**config.mk**
```make
export PLATFORM = sky130hd
export DESIGN_NAME = fcs_crc_host
export DESIGN_NICKNAME = d
export VERILOG_FILES = /design/src/shared/fcs_pkg.sv /design/src/design/fcs_bus_cycle.sv /design/src/design/fcs_crc_host.sv
export VERILOG_INCLUDE_DIRS = /design/src /design/src/shared
export SDC_FILE = /design/constraint.sdc
export NUM_CORES = 1
export LEC_CHECK = 0
export BUFFER_PORTS_ARGS = -buffer_cell sky130_fd_sc_hd__buf_2
export CORE_ASPECT_RATIO = 0.75
export CORE_MARGIN = 5
export CORE_UTILIZATION = 27
export DETAILED_ROUTE_END_ITERATION = 16
export PLACE_DENSITY = 0.45
export SYNTH_ARGS = -nofsm -noshare
export SYNTH_HDL_FRONTEND = slang
export SYNTH_HIERARCHICAL = 1
export SYNTH_SLANG_ARGS = --single-unit
```
**constraint.sdc**
```tcl
create_clock -name i_core_clk -period 4.1 [get_ports i_core_clk]
set_input_delay 0.41 -clock i_core_clk [delete_from_list [all_inputs] [get_ports i_core_clk]]
set_output_delay 0.41 -clock i_core_clk [all_outputs]
set_load 0.1 [all_outputs]
```
**src/shared/fcs_crc_host_map.svh**
```systemverilog
// Register map, field positions, reset values and timing counts of the CRC verify host
// Notes on behaviour
// - Host sends two unlock writes, then EBh
// - Sub-op 27h selects the CRC check
// - Range count 000Ah/15h, option FFFEh
// - Whole-die count 0004h/09h, option FFFFh, no addresses
// - Expected CRC as four words, offsets 1-4
// - Byte mode: low byte even, high odd
// - Start address at offsets 5-6, zero at 7
// - Stop address at offsets 8-9, zero at 0Ah
// - Confirm 29h, then poll until done
`ifndef FCS_CRC_HOST_MAP_SVH
`define FCS_CRC_HOST_MAP_SVH

`define FCS_REG_CTRL       12'h000
`define FCS_REG_STATUS     12'h004
`define FCS_REG_EXP_LO     12'h008
`define FCS_REG_EXP_HI     12'h00C
`define FCS_REG_START      12'h010
`define FCS_REG_STOP       12'h014

`define FCS_CTRL_GO        0
`define FCS_CTRL_WHOLE     1
`define FCS_CTRL_BYTE      2
`define FCS_ST_BUSY        0
`define FCS_ST_DONE        1
`define FCS_ST_PASS        2
`define FCS_ST_FAIL        3
`define FCS_ST_POLL_LSB    16
`define FCS_RESET_WORD     32'h0000_0000

`define FCS_UNLOCK1_WADDR  27'h000_0555
`define FCS_UNLOCK2_WADDR  27'h000_02AA
`define FCS_UNLOCK1_BADDR  27'h000_0AAA
`define FCS_UNLOCK2_BADDR  27'h000_0555
`define FCS_UNLOCK1_DATA   16'h00AA
`define FCS_UNLOCK2_DATA   16'h0055
`define FCS_EXT_CMD        16'h00EB
`define FCS_SUBOP_CRC      16'h0027
`define FCS_CNT_RANGE_W    16'h000A
`define FCS_CNT_RANGE_B    16'h0015
`define FCS_CNT_WHOLE_W    16'h0004
`define FCS_CNT_WHOLE_B    16'h0009
`define FCS_OPT_RANGE      16'hFFFE
`define FCS_OPT_WHOLE      16'hFFFF
`define FCS_CONFIRM        16'h0029
`define FCS_RSVD_WORD      16'h0000
`define FCS_LAST_WHOLE     5'h0A
`define FCS_LAST_RANGE     5'h10
`define FCS_POLL_TOGGLE    6
`define FCS_POLL_ERR       5

`define FCS_CLK_NS         10
`define FCS_T_SETUP_NS     20
`define FCS_T_PULSE_NS     70
`define FCS_T_HOLD_NS      20
`define FCS_CYC(ns)        (((ns) + `FCS_CLK_NS - 1) / `FCS_CLK_NS)

`endif

```
**src/shared/fcs_pkg.sv**
```systemverilog
// Types shared by the CRC verify host and its flash bus cycle engine
package fcs_pkg;
  localparam int FCS_ADDR_W = 26;

  typedef struct packed {
    logic                  ce_n;
    logic                  oe_n;
    logic                  we_n;
    logic                  byte_n;
    logic [FCS_ADDR_W-1:0] addr;
    logic [15:0]           dq_out;
    logic [15:0]           dq_oe;
  } fcs_pins_s;

  typedef struct packed {
    logic                  wr;
    logic                  byte_mode;
    logic [FCS_ADDR_W-1:0] addr;
    logic                  addr_lsb;
    logic [15:0]           data;
  } fcs_req_s;

  typedef struct packed {
    logic [FCS_ADDR_W:0] addr;
    logic [15:0]         data;
    logic                split;
    logic                last;
  } fcs_item_s;

  typedef enum logic [3:0] {
    FCS_E_IDLE  = 4'b0001,
    FCS_E_SETUP = 4'b0010,
    FCS_E_PULSE = 4'b0100,
    FCS_E_HOLD  = 4'b1000
  } fcs_cyc_e;

  typedef enum logic [4:0] {
    FCS_S_IDLE  = 5'b00001,
    FCS_S_ISSUE = 5'b00010,
    FCS_S_WAIT  = 5'b00100,
    FCS_S_POLL  = 5'b01000,
    FCS_S_PWAIT = 5'b10000
  } fcs_seq_e;
endpackage

```
**src/design/fcs_bus_cycle.sv**
```systemverilog
// One asynchronous write or read cycle on the flash pins
`timescale 1ns/1ns
`include "fcs_crc_host_map.svh"
module fcs_bus_cycle
  import fcs_pkg::*;
#(
  parameter int SETUP_CYC = `FCS_CYC(`FCS_T_SETUP_NS),
  parameter int PULSE_CYC = `FCS_CYC(`FCS_T_PULSE_NS),
  parameter int HOLD_CYC  = `FCS_CYC(`FCS_T_HOLD_NS)
) (
  input  wire logic      i_core_clk,
  input  wire logic      i_rst,
  input  wire logic      i_go,
  input  wire fcs_req_s  i_req,
  input  wire logic [15:0] i_dq,
  output fcs_pins_s      o_pins,
  output logic           o_done,
  output logic [15:0]    o_rdata
);
  fcs_cyc_e   state;
  fcs_req_s   req;
  logic [7:0] cnt;

  always_ff @(posedge i_core_clk) begin
    if (i_rst) begin
      state   <= FCS_E_IDLE;
      req     <= '0;
      cnt     <= 8'h00;
      o_done  <= 1'b0;
      o_rdata <= 16'h0000;
      o_pins  <= '{ce_n: 1'b1, oe_n: 1'b1, we_n: 1'b1, byte_n: 1'b1, default: '0};
    end else begin
      o_done <= 1'b0;
      unique case (state)
        FCS_E_IDLE: begin
          if (i_go) begin
            req                <= i_req;
            cnt                <= 8'(SETUP_CYC - 1);
            state              <= FCS_E_SETUP;
            o_pins.ce_n        <= 1'b0;
            o_pins.byte_n      <= ~i_req.byte_mode;
            o_pins.addr        <= i_req.addr;
            // Byte mode carries the byte-select address bit on the top data line
            o_pins.dq_out      <= i_req.byte_mode ? {i_req.addr_lsb, 7'h00, i_req.data[7:0]}
                                                  : i_req.data;
            o_pins.dq_oe       <= i_req.byte_mode ? {1'b1, 7'h00, {8{i_req.wr}}}
                                                  : {16{i_req.wr}};
          end
        end
        FCS_E_SETUP: begin
          if (cnt == 8'h00) begin
            cnt         <= 8'(PULSE_CYC - 1);
            state       <= FCS_E_PULSE;
            o_pins.we_n <= ~req.wr;
            o_pins.oe_n <= req.wr;
          end else begin
            cnt <= cnt - 8'h01;
          end
        end
        FCS_E_PULSE: begin
          if (cnt == 8'h00) begin
            if (!req.wr) begin
              o_rdata <= req.byte_mode ? {8'h00, i_dq[7:0]} : i_dq;
            end
            cnt         <= 8'(HOLD_CYC - 1);
            state       <= FCS_E_HOLD;
            o_pins.we_n <= 1'b1;
            o_pins.oe_n <= 1'b1;
          end else begin
            cnt <= cnt - 8'h01;
          end
        end
        FCS_E_HOLD: begin
          if (cnt == 8'h00) begin
            state        <= FCS_E_IDLE;
            o_done       <= 1'b1;
            o_pins.ce_n  <= 1'b1;
            o_pins.dq_oe <= 16'h0000;
          end else begin
            cnt <= cnt - 8'h01;
          end
        end
      endcase
    end
  end
endmodule

```
**src/design/fcs_crc_host.sv**
```systemverilog
// APB-controlled host that issues the CRC verify sequence and polls for its result
//
// Added by the designer: register access over APB and the address map.
`timescale 1ns/1ns
`include "fcs_crc_host_map.svh"
module fcs_crc_host
  import fcs_pkg::*;
(
  input  wire logic        i_core_clk,
  input  wire logic        i_rst,
  input  wire logic        i_psel,
  input  wire logic        i_penable,
  input  wire logic        i_pwrite,
  input  wire logic [11:0] i_paddr,
  input  wire logic [31:0] i_pwdata,
  output logic [31:0]      o_prdata,
  output logic             o_pready,
  output logic             o_pslverr,
  input  wire logic [15:0] i_fl_dq,
  output fcs_pins_s        o_fl_pins
);
  fcs_seq_e    state;
  logic        whole;
  logic        byte_mode;
  logic [63:0] exp_crc;
  logic [31:0] start_addr;
  logic [31:0] stop_addr;
  logic        busy;
  logic        done;
  logic        pass;
  logic        fail;
  logic [15:0] poll_last;
  logic        poll_have;
  logic [4:0]  idx;
  logic        half;
  logic        go;
  fcs_req_s    req;
  logic        cyc_done;
  logic [15:0] cyc_rdata;
  fcs_item_s   item;
  logic        apb_wr;
  logic        start_cmd;

  // Builds the write at position n of the command sequence
  function automatic fcs_item_s seq_item(input logic [4:0] n, input logic wh,
                                         input logic bm, input logic [63:0] crc,
                                         input logic [31:0] sa, input logic [31:0] sp);
    fcs_item_s it;
    it       = '0;
    it.split = 1'b1;
    unique case (n)
      5'h00: begin
        it.addr  = bm ? `FCS_UNLOCK1_BADDR : `FCS_UNLOCK1_WADDR;
        it.data  = `FCS_UNLOCK1_DATA;
        it.split = 1'b0;
      end
      5'h01: begin
        it.addr  = bm ? `FCS_UNLOCK2_BADDR : `FCS_UNLOCK2_WADDR;
        it.data  = `FCS_UNLOCK2_DATA;
        it.split = 1'b0;
      end
      5'h02: begin
        it.data  = `FCS_EXT_CMD;
        it.split = 1'b0;
      end
      5'h03: begin
        it.data  = `FCS_SUBOP_CRC;
        it.split = 1'b0;
      end
      5'h04: begin
        it.split = 1'b0;
        if (wh) begin
          it.data = bm ? `FCS_CNT_WHOLE_B : `FCS_CNT_WHOLE_W;
        end else begin
          it.data = bm ? `FCS_CNT_RANGE_B : `FCS_CNT_RANGE_W;
        end
      end
      5'h05: it.data = wh ? `FCS_OPT_WHOLE : `FCS_OPT_RANGE;
      5'h06, 5'h07, 5'h08, 5'h09: begin
        it.addr = 27'(n - 5'h05);
        it.data = crc[16*(n-5'h06) +: 16];
      end
      5'h0A: begin
        it.addr = 27'h000_0005;
        it.data = sa[15:0];
      end
      5'h0B: begin
        it.addr = 27'h000_0006;
        it.data = sa[31:16];
      end
      5'h0C: begin
        it.addr = 27'h000_0007;
        it.data = `FCS_RSVD_WORD;
      end
      5'h0D: begin
        it.addr = 27'h000_0008;
        it.data = sp[15:0];
      end
      5'h0E: begin
        it.addr = 27'h000_0009;
        it.data = sp[31:16];
      end
      5'h0F: begin
        it.addr = 27'h000_000A;
        it.data = `FCS_RSVD_WORD;
      end
      default: begin
        it.data  = `FCS_CONFIRM;
        it.split = 1'b0;
      end
    endcase
    // Whole-die skips the address words and confirms right after the CRC
    it.last = (n == (wh ? `FCS_LAST_WHOLE : `FCS_LAST_RANGE));
    if (it.last) begin
      it.data  = `FCS_CONFIRM;
      it.addr  = '0;
      it.split = 1'b0;
    end
    return it;
  endfunction

  assign item      = seq_item(idx, whole, byte_mode, exp_crc, start_addr, stop_addr);
  assign apb_wr    = i_psel && i_penable && o_pready && i_pwrite;
  assign start_cmd = apb_wr && (i_paddr == `FCS_REG_CTRL) && i_pwdata[`FCS_CTRL_GO] && !busy;

  // APB slave: no wait states, registers change only at the completing edge
  always_ff @(posedge i_core_clk) begin
    if (i_rst) begin
      o_pready  <= 1'b0;
      o_pslverr <= 1'b0;
      o_prdata  <= `FCS_RESET_WORD;
    end else begin
      o_pready  <= i_psel && !i_penable && !o_pready;
      o_pslverr <= 1'b0;
      o_prdata  <= `FCS_RESET_WORD;
      if (i_psel && !i_penable) begin
        unique case (i_paddr)
          `FCS_REG_CTRL:   o_prdata <= {29'h0, byte_mode, whole, 1'b0};
          `FCS_REG_STATUS: o_prdata <= {poll_last, 12'h000, fail, pass, done, busy};
          `FCS_REG_EXP_LO: o_prdata <= exp_crc[31:0];
          `FCS_REG_EXP_HI: o_prdata <= exp_crc[63:32];
          `FCS_REG_START:  o_prdata <= start_addr;
          `FCS_REG_STOP:   o_prdata <= stop_addr;
          default:         o_pslverr <= 1'b1;
        endcase
        // Parameters are frozen while a command is on the flash bus
        if (i_pwrite && busy && i_paddr != `FCS_REG_STATUS) begin
          o_pslverr <= 1'b1;
        end
      end
    end
  end

  // Software-written parameters
  always_ff @(posedge i_core_clk) begin
    if (i_rst) begin
      whole      <= 1'b0;
      byte_mode  <= 1'b0;
      exp_crc    <= 64'h0000_0000_0000_0000;
      start_addr <= `FCS_RESET_WORD;
      stop_addr  <= `FCS_RESET_WORD;
    end else if (apb_wr && !busy) begin
      unique case (i_paddr)
        `FCS_REG_CTRL: begin
          whole     <= i_pwdata[`FCS_CTRL_WHOLE];
          byte_mode <= i_pwdata[`FCS_CTRL_BYTE];
        end
        `FCS_REG_EXP_LO: exp_crc[31:0]  <= i_pwdata;
        `FCS_REG_EXP_HI: exp_crc[63:32] <= i_pwdata;
        `FCS_REG_START:  start_addr     <= i_pwdata;
        `FCS_REG_STOP:   stop_addr      <= i_pwdata;
        default: ;
      endcase
    end
  end

  // Bytes go low then high; a poll request is taken one edge after go, in PWAIT
  always_comb begin
    req.wr        = !(state == FCS_S_POLL || state == FCS_S_PWAIT);
    req.byte_mode = byte_mode;
    req.data      = half ? {8'h00, item.data[15:8]} : item.data;
    if (!req.wr) begin
      req.addr     = '0;
      req.addr_lsb = 1'b0;
    end else if (byte_mode && item.split) begin
      req.addr     = item.addr[FCS_ADDR_W-1:0];
      req.addr_lsb = half;
    end else if (byte_mode) begin
      req.addr     = item.addr[FCS_ADDR_W:1];
      req.addr_lsb = item.addr[0];
    end else begin
      req.addr     = item.addr[FCS_ADDR_W-1:0];
      req.addr_lsb = 1'b0;
    end
  end

  // Sequencer: writes the whole command, then polls until the device settles
  always_ff @(posedge i_core_clk) begin
    if (i_rst) begin
      state     <= FCS_S_IDLE;
      idx       <= 5'h00;
      half      <= 1'b0;
      go        <= 1'b0;
      busy      <= 1'b0;
      done      <= 1'b0;
      pass      <= 1'b0;
      fail      <= 1'b0;
      poll_last <= 16'h0000;
      poll_have <= 1'b0;
    end else begin
      go <= 1'b0;
      unique case (state)
        FCS_S_IDLE: begin
          if (start_cmd) begin
            state     <= FCS_S_ISSUE;
            idx       <= 5'h00;
            half      <= 1'b0;
            busy      <= 1'b1;
            done      <= 1'b0;
            pass      <= 1'b0;
            fail      <= 1'b0;
            poll_have <= 1'b0;
          end
        end
        FCS_S_ISSUE: begin
          go    <= 1'b1;
          state <= FCS_S_WAIT;
        end
        FCS_S_WAIT: begin
          if (cyc_done) begin
            if (byte_mode && item.split && !half) begin
              half  <= 1'b1;
              state <= FCS_S_ISSUE;
            end else if (item.last) begin
              half  <= 1'b0;
              state <= FCS_S_POLL;
            end else begin
              half  <= 1'b0;
              idx   <= idx + 5'h01;
              state <= FCS_S_ISSUE;
            end
          end
        end
        FCS_S_POLL: begin
          go    <= 1'b1;
          state <= FCS_S_PWAIT;
        end
        FCS_S_PWAIT: begin
          if (cyc_done) begin
            poll_last <= cyc_rdata;
            poll_have <= 1'b1;
            state     <= FCS_S_POLL;
            if (poll_have && (cyc_rdata[`FCS_POLL_TOGGLE] == poll_last[`FCS_POLL_TOGGLE]
                || (cyc_rdata[`FCS_POLL_ERR] && poll_last[`FCS_POLL_ERR]))) begin
              state <= FCS_S_IDLE;
              busy  <= 1'b0;
              done  <= 1'b1;
              fail  <= cyc_rdata[`FCS_POLL_ERR];
              pass  <= ~cyc_rdata[`FCS_POLL_ERR];
            end
          end
        end
      endcase
    end
  end

  fcs_bus_cycle u_cycle (
    .i_core_clk (i_core_clk),
    .i_rst      (i_rst),
    .i_go       (go),
    .i_req      (req),
    .i_dq       (i_fl_dq),
    .o_pins     (o_fl_pins),
    .o_done     (cyc_done),
    .o_rdata    (cyc_rdata)
  );
endmodule

```
Word-level counts from Yosys, hierarchy flattened:

Index checks and enable logic that the tools add are counted.

* bits in registers: 290
* input port bits: 65
* output and inout bits: 96

* $add $sub $neg: 4
* equality and inequality tests: 43
* shift-type cells: 1
* muxes and demuxes: 73
* bitwise operators: 5
* reduce and logical (&&, ||, !) cells: 53

Operators with widths (count)
* 27-bit case mux with 9 select lines: 1
* 16-bit case mux with 12 select lines: 1
* 32-bit case mux with 6 select lines: 1
* 16-bit two-way mux: 6
* 27-bit two-way mux: 3
* 64-bit by 33-bit variable part select with 16-bit output: 1
* 5-bit two-way mux: 10
* 5-bit by 4-bit == test with 1-bit output (second input constant): 9
* 44-bit two-way mux: 1
* 4-bit two-way mux: 8
* 8-bit two-way mux: 4
* 16-bit case mux with 2 select lines: 1
* 8-bit case mux with 4 select lines: 1
* 5-bit by 3-bit == test with 1-bit output (second input constant): 5
* 5-bit case mux with 5 select lines: 1
* 12-bit by 4-bit == test with 1-bit output (second input constant): 2
* 12-bit by 5-bit == test with 1-bit output (second input constant): 2
* 1-bit two-way mux: 21
* 3-bit AND reduction: 6
* 4-bit case mux with 4 select lines: 1
* 2-bit AND reduction: 8
* 5-bit by 2-bit == test with 1-bit output (second input constant): 3
* 1-bit logical AND: 15
* 1-bit case mux with 2 select lines: 7
* other kinds (33): 61

Longest topological paths before layout:

Gate-level depths: netlist of the first run.

* word-level depth: 9
* gate-level depth with buffers: 15
* gate-level depth less buffers: 11

Cells and area by module:

Netlist of the first run, hierarchy kept.

Modules (own cells, without submodules)
* fcs_crc_host: instances 1, cells an instance 1094, area each 9457.8 sq um
* fcs_bus_cycle: instances 1, cells an instance 413, area each 3377.0 sq um

Worst setup path after synthesis of the first run:

No wires, ideal clock.

* path type: reg2reg
* start: register idx[1]
* end: register u_cycle/o_pins[31] (netlist bit)
* setup time: 0.086 ns
* arrival: 3.002 ns
* required time: 4.014 ns
* slack: 1.013 ns
* stages on the path, launching flop included: 14
* buffers on the path: 3
* clock period less this slack: 3.087 ns
* cell sequence: dfxtp_1 buf_2 buf_1 inv_1 ha_1 buf_6 or3_1 o2bb2ai_1 nor3_1 o21ai_0 a211o_1 nand2_1 mux2i_1 a211oi_1

RTL lines
* start: declaration: RTL line fcs_crc_host.sv:34 `logic [4:0] idx;`
* start signal: assignment: RTL line fcs_crc_host.sv:239 `idx <= idx + 5'h01;`
* end: declaration: RTL line fcs_bus_cycle.sv:16 `output fcs_pins_s o_pins,`

Worst setup path in the final report of the first run:

* start: register idx[2]
* end: register u_cycle/o_pins[39] (netlist bit)

* longest elaborated chain between the ends: 7

Ends and longest elaborated chain
* branches (longest 3 deep; another with 5-bit by 3-bit subtractor with 6-bit output)
* 44-bit two-way mux *: RTL line fcs_crc_host.sv:114 `if (it.last) begin`
* 27-bit two-way mux or 1-bit logical AND (tied branches): RTL line fcs_crc_host.sv:188, fcs_crc_host.sv:185
* 27-bit two-way mux *: RTL line fcs_crc_host.sv:185 `end else if (byte_mode && item.split) begin`
* 27-bit two-way mux *: RTL line fcs_crc_host.sv:182 `if (!req.wr) begin`

Mark *: on every way between the ends.
A chain may end at the register's enable or synchronous reset.

==> results of run 1 <==
==> power by group through the flow <==
stage	sequential, mW	clock, mW	combinational [mW]
3_3_place_gp	2.91	0	0.970
6_report	2.86	2.97	0.972
4_1_cts	2.86	3.07	0.977
3_5_place_dp	2.91	0	0.974
2_1_floorplan	2.98	0	0.712
5_1_grt	2.87	3.17	1.06
==> routing by layer <==
layer / share of wire / track usage / up-vias / wire length (microns)
li1: - / - / 5525 / -
met1: 0.48 / 0.2512 / 5635 / 22180
met2: 0.44 / 0.2602 / 366 / 20220
met3: 0.074 / 0.04188 / 43 / 3442
met4: 0.012 / 0.03113 / 2 / 579
met5: 0.00028 / 0 / - / 13
==> state kept, by name, summed over array words and instances, names as in the netlist, 2 cells and up <==
name             cells
u_cycle/o_rdata     16
exp_crc             64
state                5
u_cycle/req          2
start_addr          32
u_cycle/state        4
idx                  5
u_cycle/o_pins      49
poll_last           16
o_prdata            32
stop_addr           32
u_cycle/cnt          8
==> worst min path at each step <==
stage                              from                               to  slack, ns  cells past startpoint
finish                     i_pwdata[15]         exp_crc[15]$_SDFFE_PP0P_       0.15                      3
global route                 i_fl_dq[0]  u_cycle/o_rdata[0]$_SDFFE_PP0P_       0.13                      3
CTS                          i_fl_dq[0]  u_cycle/o_rdata[0]$_SDFFE_PP0P_       0.12                      3
detailed placement  o_pready$_SDFF_PP0_              o_pready$_SDFF_PP0_       0.43                      1
global placement    o_pready$_SDFF_PP0_              o_pready$_SDFF_PP0_       0.43                      1
floorplan             done$_SDFFE_PP0P_                done$_SDFFE_PP0P_       0.43                      1
==> layout make-up <==
class / instances / area [sq um] / share of cell area
Multi-Input combinational cell: 1074 / 6435 / 0.4289
Sequential cell: 277 / 5545 / 0.3696
Timing Repair Buffer: 189 / 1050 / 0.06996
Clock buffer: 48 / 994.7 / 0.06629
Tap cell: 639 / 799.5 / 0.05329
Clock inverter: 9 / 101.3 / 0.006754
Inverter: 21 / 78.83 / 0.005253
==> cell families after synthesis <==
kind of cell,share of synthesized area
flip-flops,0.4321
AND/OR/NAND/NOR,0.2105
XOR/XNOR,0.003413
multiplexers,0.08764
adder cells (fa/ha/maj),0.01170
buffers and inverters,0.06727
AO/OA/AOI/OAI,0.1875
==> per-stage QoR <==
step,cells,utilization,worst slack [ns]
3_5_place_dp,2200,0.2945,0.8309
2_1_floorplan,1507,-,1.013
5_1_grt,2257,0.3177,0.4189
3_3_place_gp,2200,0.2945,0.8138
6_report,2257,0.3177,0.7485
4_1_cts,2257,0.3177,0.7939
==> cells in the final DEF (no fill, tap or decap), types with 12 or more instances in the layout <==
master / instances
a21oi_1: 215
o21ai_0: 23
inv_1: 21
nand3b_1: 19
mux4_2: 17
nand2b_1: 12
dfxtp_1: 277
mux2i_1: 73
buf_2: 159
nand3_1: 19
clkbuf_16: 35
nor3_1: 18
buf_4: 27
ha_1: 12
a222oi_1: 34
nand2_1: 316
a22oi_1: 25
nor2_1: 111
==> worst max-delay path, stage by stage (launching register included) <==
cell and delay, ns:
dfxtp_1 0.89, inv_1 0.30, o41ai_1 0.72, nor3_1 0.19, o21ai_0 0.46, nor2_1 0.09
a311oi_1 0.39, nand2_1 0.09, a21oi_1 0.13
==> qor.csv, run 1 <==
metric;value;unit
top cell type's share of synthesized area;0.4321;
worst setup path end;u_cycle/o_pins[39]$_SDFFE_PP0P_;
Fmax;0.2984;GHz
Int Pwr;4.813;mW
initial antenna violation count;1;
Starting Density;0.2718;
CTS buffer count;34;
largest net degree at the start of global routing;84;
first drt pass iteration count;6;
Fin. Hold Viols;0;
# setup viols final;0;
All-Layer GR Usage;0.1718;
post-synthesis instance total;1507;
max-cap violations;0;
die extent in x;261.8;microns
CP Max Fanout;23;
Total Wirelength;46.44;mm
crit path from;idx[2]$_SDFFE_PP0P_;
clk buf depth;3;
ys async rst share;0;
drc violations;0;
detailed placer's ending HPWL;32.78;mm
WL per Instance;20.57;microns
Hold Crit Class;in2reg;
Distinct cells, synth;77;
final clock skew;0.02859;ns
clock power share;0.437;
net switching power;1.989;mW
area leader, netlist;dfxtp_1;
Crit Path Class;reg2reg;
Core Rows;69;
Ports;161;
Syn Nets;1584;
Worst Setup Start Kind;flip-flop;
Worst slew margin;0.3560;
final instance area;15000;sq um
# hold bufs at CTS;0;
die height;198.8;microns
layout cell share with drive strength beyond 1;0.1768;
R2R Path Start;idx[2]$_SDFFE_PP0P_;
Yosys reg bits;277;
RSZ-0062 raised after global routing;no;
ys flop type;dfxtp_1;
fin crit share;0.8174;
Critical Path End Type;flip-flop;
setup TNS;0;ns
Net Sw Frac;0.2924;
Slew Limit Fails;0;
Fillers;5095;
first-pass GRT wire length;69.57;mm
register share of total power;0.420;
Power Dens Cells;453.3;nW/um^2
GP Congestion;0.8551;
Crit path required time;4.54;ns
Initial DRC Count;1041;
Via density;5.127;
Mapped Area;12830;sq um
clock latency at the later pin of the worst-skew pair;0.53;ns
I/O Buffers;160;
die area;52040;sq um
H-tree Lvls;2;
Reg2Reg Depth;8;
top-count cell post-synth;nand2_1;
Layout area overhead;16.90;%
commonest cells in the netlist;nand2_1 (317), dfxtp_1 (277), a21oi_1 (215), nor2_1 (111), mux2i_1 (73);
Worst-Margin Slew;0.9571;ns
core area;47220;sq um
Post-CTS Resized;0;
clk root buf;clkbuf_16;
Post-Syn Area per Cell;8.517;sq um
FF-to-FF setup slack;0.75;ns
Post-synth EDFFs;0;
total power draw;6.802;mW
Seq/Total Area, Yosys;0.4321;
Critical R2R Capture;u_cycle/o_pins[39]$_SDFFE_PP0P_;
Pleak;5.190;nW
fin nets;1674;
Final ANT Viol Nets;0;
status;finished clean;
grt ovf;0;
Antenna Cells;0;
Arr. time, crit path;3.79;ns
largest cells by area after synthesis;dfxtp_1 (43%), nand2_1 (9.3%), a21oi_1 (8.4%), mux2i_1 (5.7%), nor2_1 (3.2%);
CTS sink count;277;
Vias;11570;
clock tree from TritonCTS;built;
CTS clock-pin slew for the worst setup and hold paths;0.06;ns
postcts setup bufs;0;
Comb power frac;0.143;
vias in the first global route;10980;
final hold slack;0.1468;ns
minimum clock period;3.352;ns
Area after DPL;13910;sq um
maximum vdd drop;0.2114;mV
Ys Warns;6;
Note: power is estimated with default switching activity, not from simulation.
==> inputs of run 2 (changes only) <==
- ABC_AREA: unset -> 1
- clock period: 4.1 -> 3.45 ns (I/O delays scaled with it)
==> run 2 against run 1 <==
Area after synthesis up 0.97%. Critical path depth grew 7. Wire length is 13% higher. Critical endpoint is now u_cycle/o_pins[16]$_SDFFE_PP0P_.
==> qor.csv, run 2 <==
metric;value;unit
Hold Crit Class;in2reg;
Crit Path Class;reg2reg;
area leader, netlist;dfxtp_1;
Post-CTS Resized;0;
I/O Buffers;160;
Critical Path End Type;flip-flop;
clk buf depth;3;
top cell type's share of synthesized area;0.4279;
Area after DPL;14370;sq um
WL per Instance;20.24;microns
DR WL met3;4.227;mm
max reg flops;64;
vias in the first global route;11970;
Yosys reg bits;277;
most frequent cells in the layout;dfxtp_1 (277), a21oi_1 (244), nor2_1 (223);
first-pass GRT wire length;77.51;mm
core area;47400;sq um
Power Dens Cells;586.8;nW/um^2
Post-Syn Area per Cell;7.187;sq um
largest cells by area after synthesis;dfxtp_1 (43%), a21oi_1 (9.4%), o21ai_0 (6.8%), nor2_1 (6.5%), inv_1 (6.3%);
simple-gate share of the synthesized area;0.1933;
CTS buffer count;34;
Layout area overhead;18.93;%
Fmax;0.3367;GHz
die area;52520;sq um
Ports;161;
Via density;4.895;
minimum clock period;2.970;ns
Slew Limit Fails;0;
Synth Area in Adders;0.01159;
GP Congestion;0.9462;
status;finished clean;
All-Layer GR Usage;0.1921;
H-tree Lvls;2;
Mapped Area;12960;sq um
Worst Setup Start Kind;flip-flop;
length of routed met2 wiring;20.96;mm
Antenna Cells;0;
Seq/Total Area, Yosys;0.4279;
RSZ-0062 raised after global routing;no;
detailed placer's ending HPWL;38.16;mm
largest family of logic cells by synthesized area;compound AO/OA/AOI/OAI gates;
CTS sink count;277;
clk root buf;clkbuf_16;
CP Max Fanout;8;
Top reg by flops;exp_crc;
Crit path largest cell delay;0.47;ns
drc violations;0;
CTS clock-pin slew for the worst setup and hold paths;0.06;ns
Largest regs;exp_crc: 64 flops, u_cycle/o_pins: 49 flops;
fin crit share;0.8608;
initial antenna violation count;1;
Synth Area in XOR/XNOR;0.001352;
worst path cell trace;inv_2, ha_1, inv_1, nor2_1, nand2_1, buf_4, inv_1, a21oi_1, o211ai_1, o21ai_0, nand2_1, nand2_1, inv_1, nor2_1, nor2_1;
mux share of post-synthesis cell area;0;
Total Wirelength;52.27;mm
# hold bufs at CTS;0;
first drt pass iteration count;5;
met1 wire length;26.06;mm
Pleak;6.090;nW
final clock skew;0.01140;ns
layout cell share with drive strength beyond 1;0.1668;
final core utilization;0.3252;
Distinct cells, synth;45;
Final ANT Viol Nets;0;
Ys Warns;6;
fin nets;2000;
total power draw;9.044;mW
most common cell after layout, fill and taps aside;dfxtp_1;
Arr. time, crit path;3.39;ns
Worst-Margin Slew;0.8901;ns
slowest CP cell;dfxtp_1;
Initial DRC Count;1025;
clock tree from TritonCTS;built;
Vias;12640;
post-synthesis instance total;1803;
ys flop type;dfxtp_1;
ys async rst share;0;
die height;199.7;microns
maximum vdd drop;0.2449;mV
postcts setup bufs;0;
commonest cells in the netlist;dfxtp_1 (277), a21oi_1 (244), nor2_1 (223), inv_1 (219), nand2_1 (203);
setup TNS;0;ns
# setup viols final;0;
top-count cell post-synth;dfxtp_1;
Syn Nets;1880;
Crit path required time;3.87;ns
Synth Area in Compound Gates;0.2539;
grt ovf;0;
clock latency at the later pin of the worst-skew pair;0.54;ns
top sig layer;met5;
die extent in x;263.0;microns
largest net degree at the start of global routing;65;
Starting Density;0.2734;
final instance area;15410;sq um
Core Rows;69;
max-cap violations;0;
Fin. Hold Viols;0;
Post-synth EDFFs;0;
Fillers;5186;
Worst slew margin;0.4058;
-- run 2: worst max-delay path: cells and delay by family, from the launching register on --
| family | cells | cell delay, ns |
|---|---|---|
| AND/OR/NAND/NOR | 6 | 0.88 |
| buffers and inverters | 5 | 0.56 |
| adder cells (fa/ha/maj) | 1 | 0.19 |
| AO/OA/AOI/OAI | 3 | 0.75 |
| flip-flops | 1 | 0.47 |
-- run 2: area by class of cell --
cell class              instances  area [sq um]  area share
inverters                     241         909.6     0.05902
clock inverters                 9         90.09    0.005845
flip-flops and latches        277          5545      0.3598
well taps                     639         799.5     0.05188
multi-input cells            1170          5973      0.3876
clock buffers                  47         950.9     0.06170
repair buffers                199          1144     0.07420
-- run 2: logic make-up (layout without fill, tap and decap cells) --
logic type | count (synthesis) | after routing
AOI/OAI and AO/OA | 595 | 595
xor gates and xnor gates | 2 | 2
adders and majority gates | 12 | 12
buffers and inverters | 356 | 496
DFF | 277 | 277
and+or+nand+nor | 561 | 561
-- run 2: where the power goes --
part	total (mW)	switching, mW	internal [mW]	leakage (nW)
Clock	3.47	1.46	2.01	0.503
Combinational	2.19	1.55	0.639	3.35
Sequential	3.39	0.0976	3.29	2.23
-- run 2: final timing paths --
path | startpoint | to | slack, ns | depth (start not counted)
setup reg to reg | idx[1]$_SDFFE_PP0P_ | u_cycle/o_pins[16]$_SDFFE_PP0P_ | 0.48 | 15
hold reg to reg | u_cycle/o_rdata[0]$_SDFFE_PP0P_ | u_cycle/o_rdata[0]$_SDFFE_PP0P_ | 0.44 | 2
setup / recovery | idx[1]$_SDFFE_PP0P_ | u_cycle/o_pins[16]$_SDFFE_PP0P_ | 0.48 | 15
hold / removal | i_fl_dq[1] | u_cycle/o_rdata[1]$_SDFFE_PP0P_ | 0.09 | 3
-- run 2: per-layer routing --
| metal | GRT usage | vias to the layer above |
|---|---|---|
| li1 | - | 6245 |
| met2 | 0.2740 | 435 |
| met4 | 0.04930 | 2 |
| met3 | 0.05145 | 63 |
| met1 | 0.2864 | 5894 |
| met5 | 0 | - |
-- run 2: stage by stage --
step                setup WS [ns]  cells  hold WS, ns
finish                     0.4801   2582      0.08501
global route               0.2442   2582      0.09392
CTS                        0.5162   2582      0.05824
detailed placement         0.5355   2526       0.4337
global placement           0.6023   2526       0.4252
floorplan                   1.020   1803       0.4214
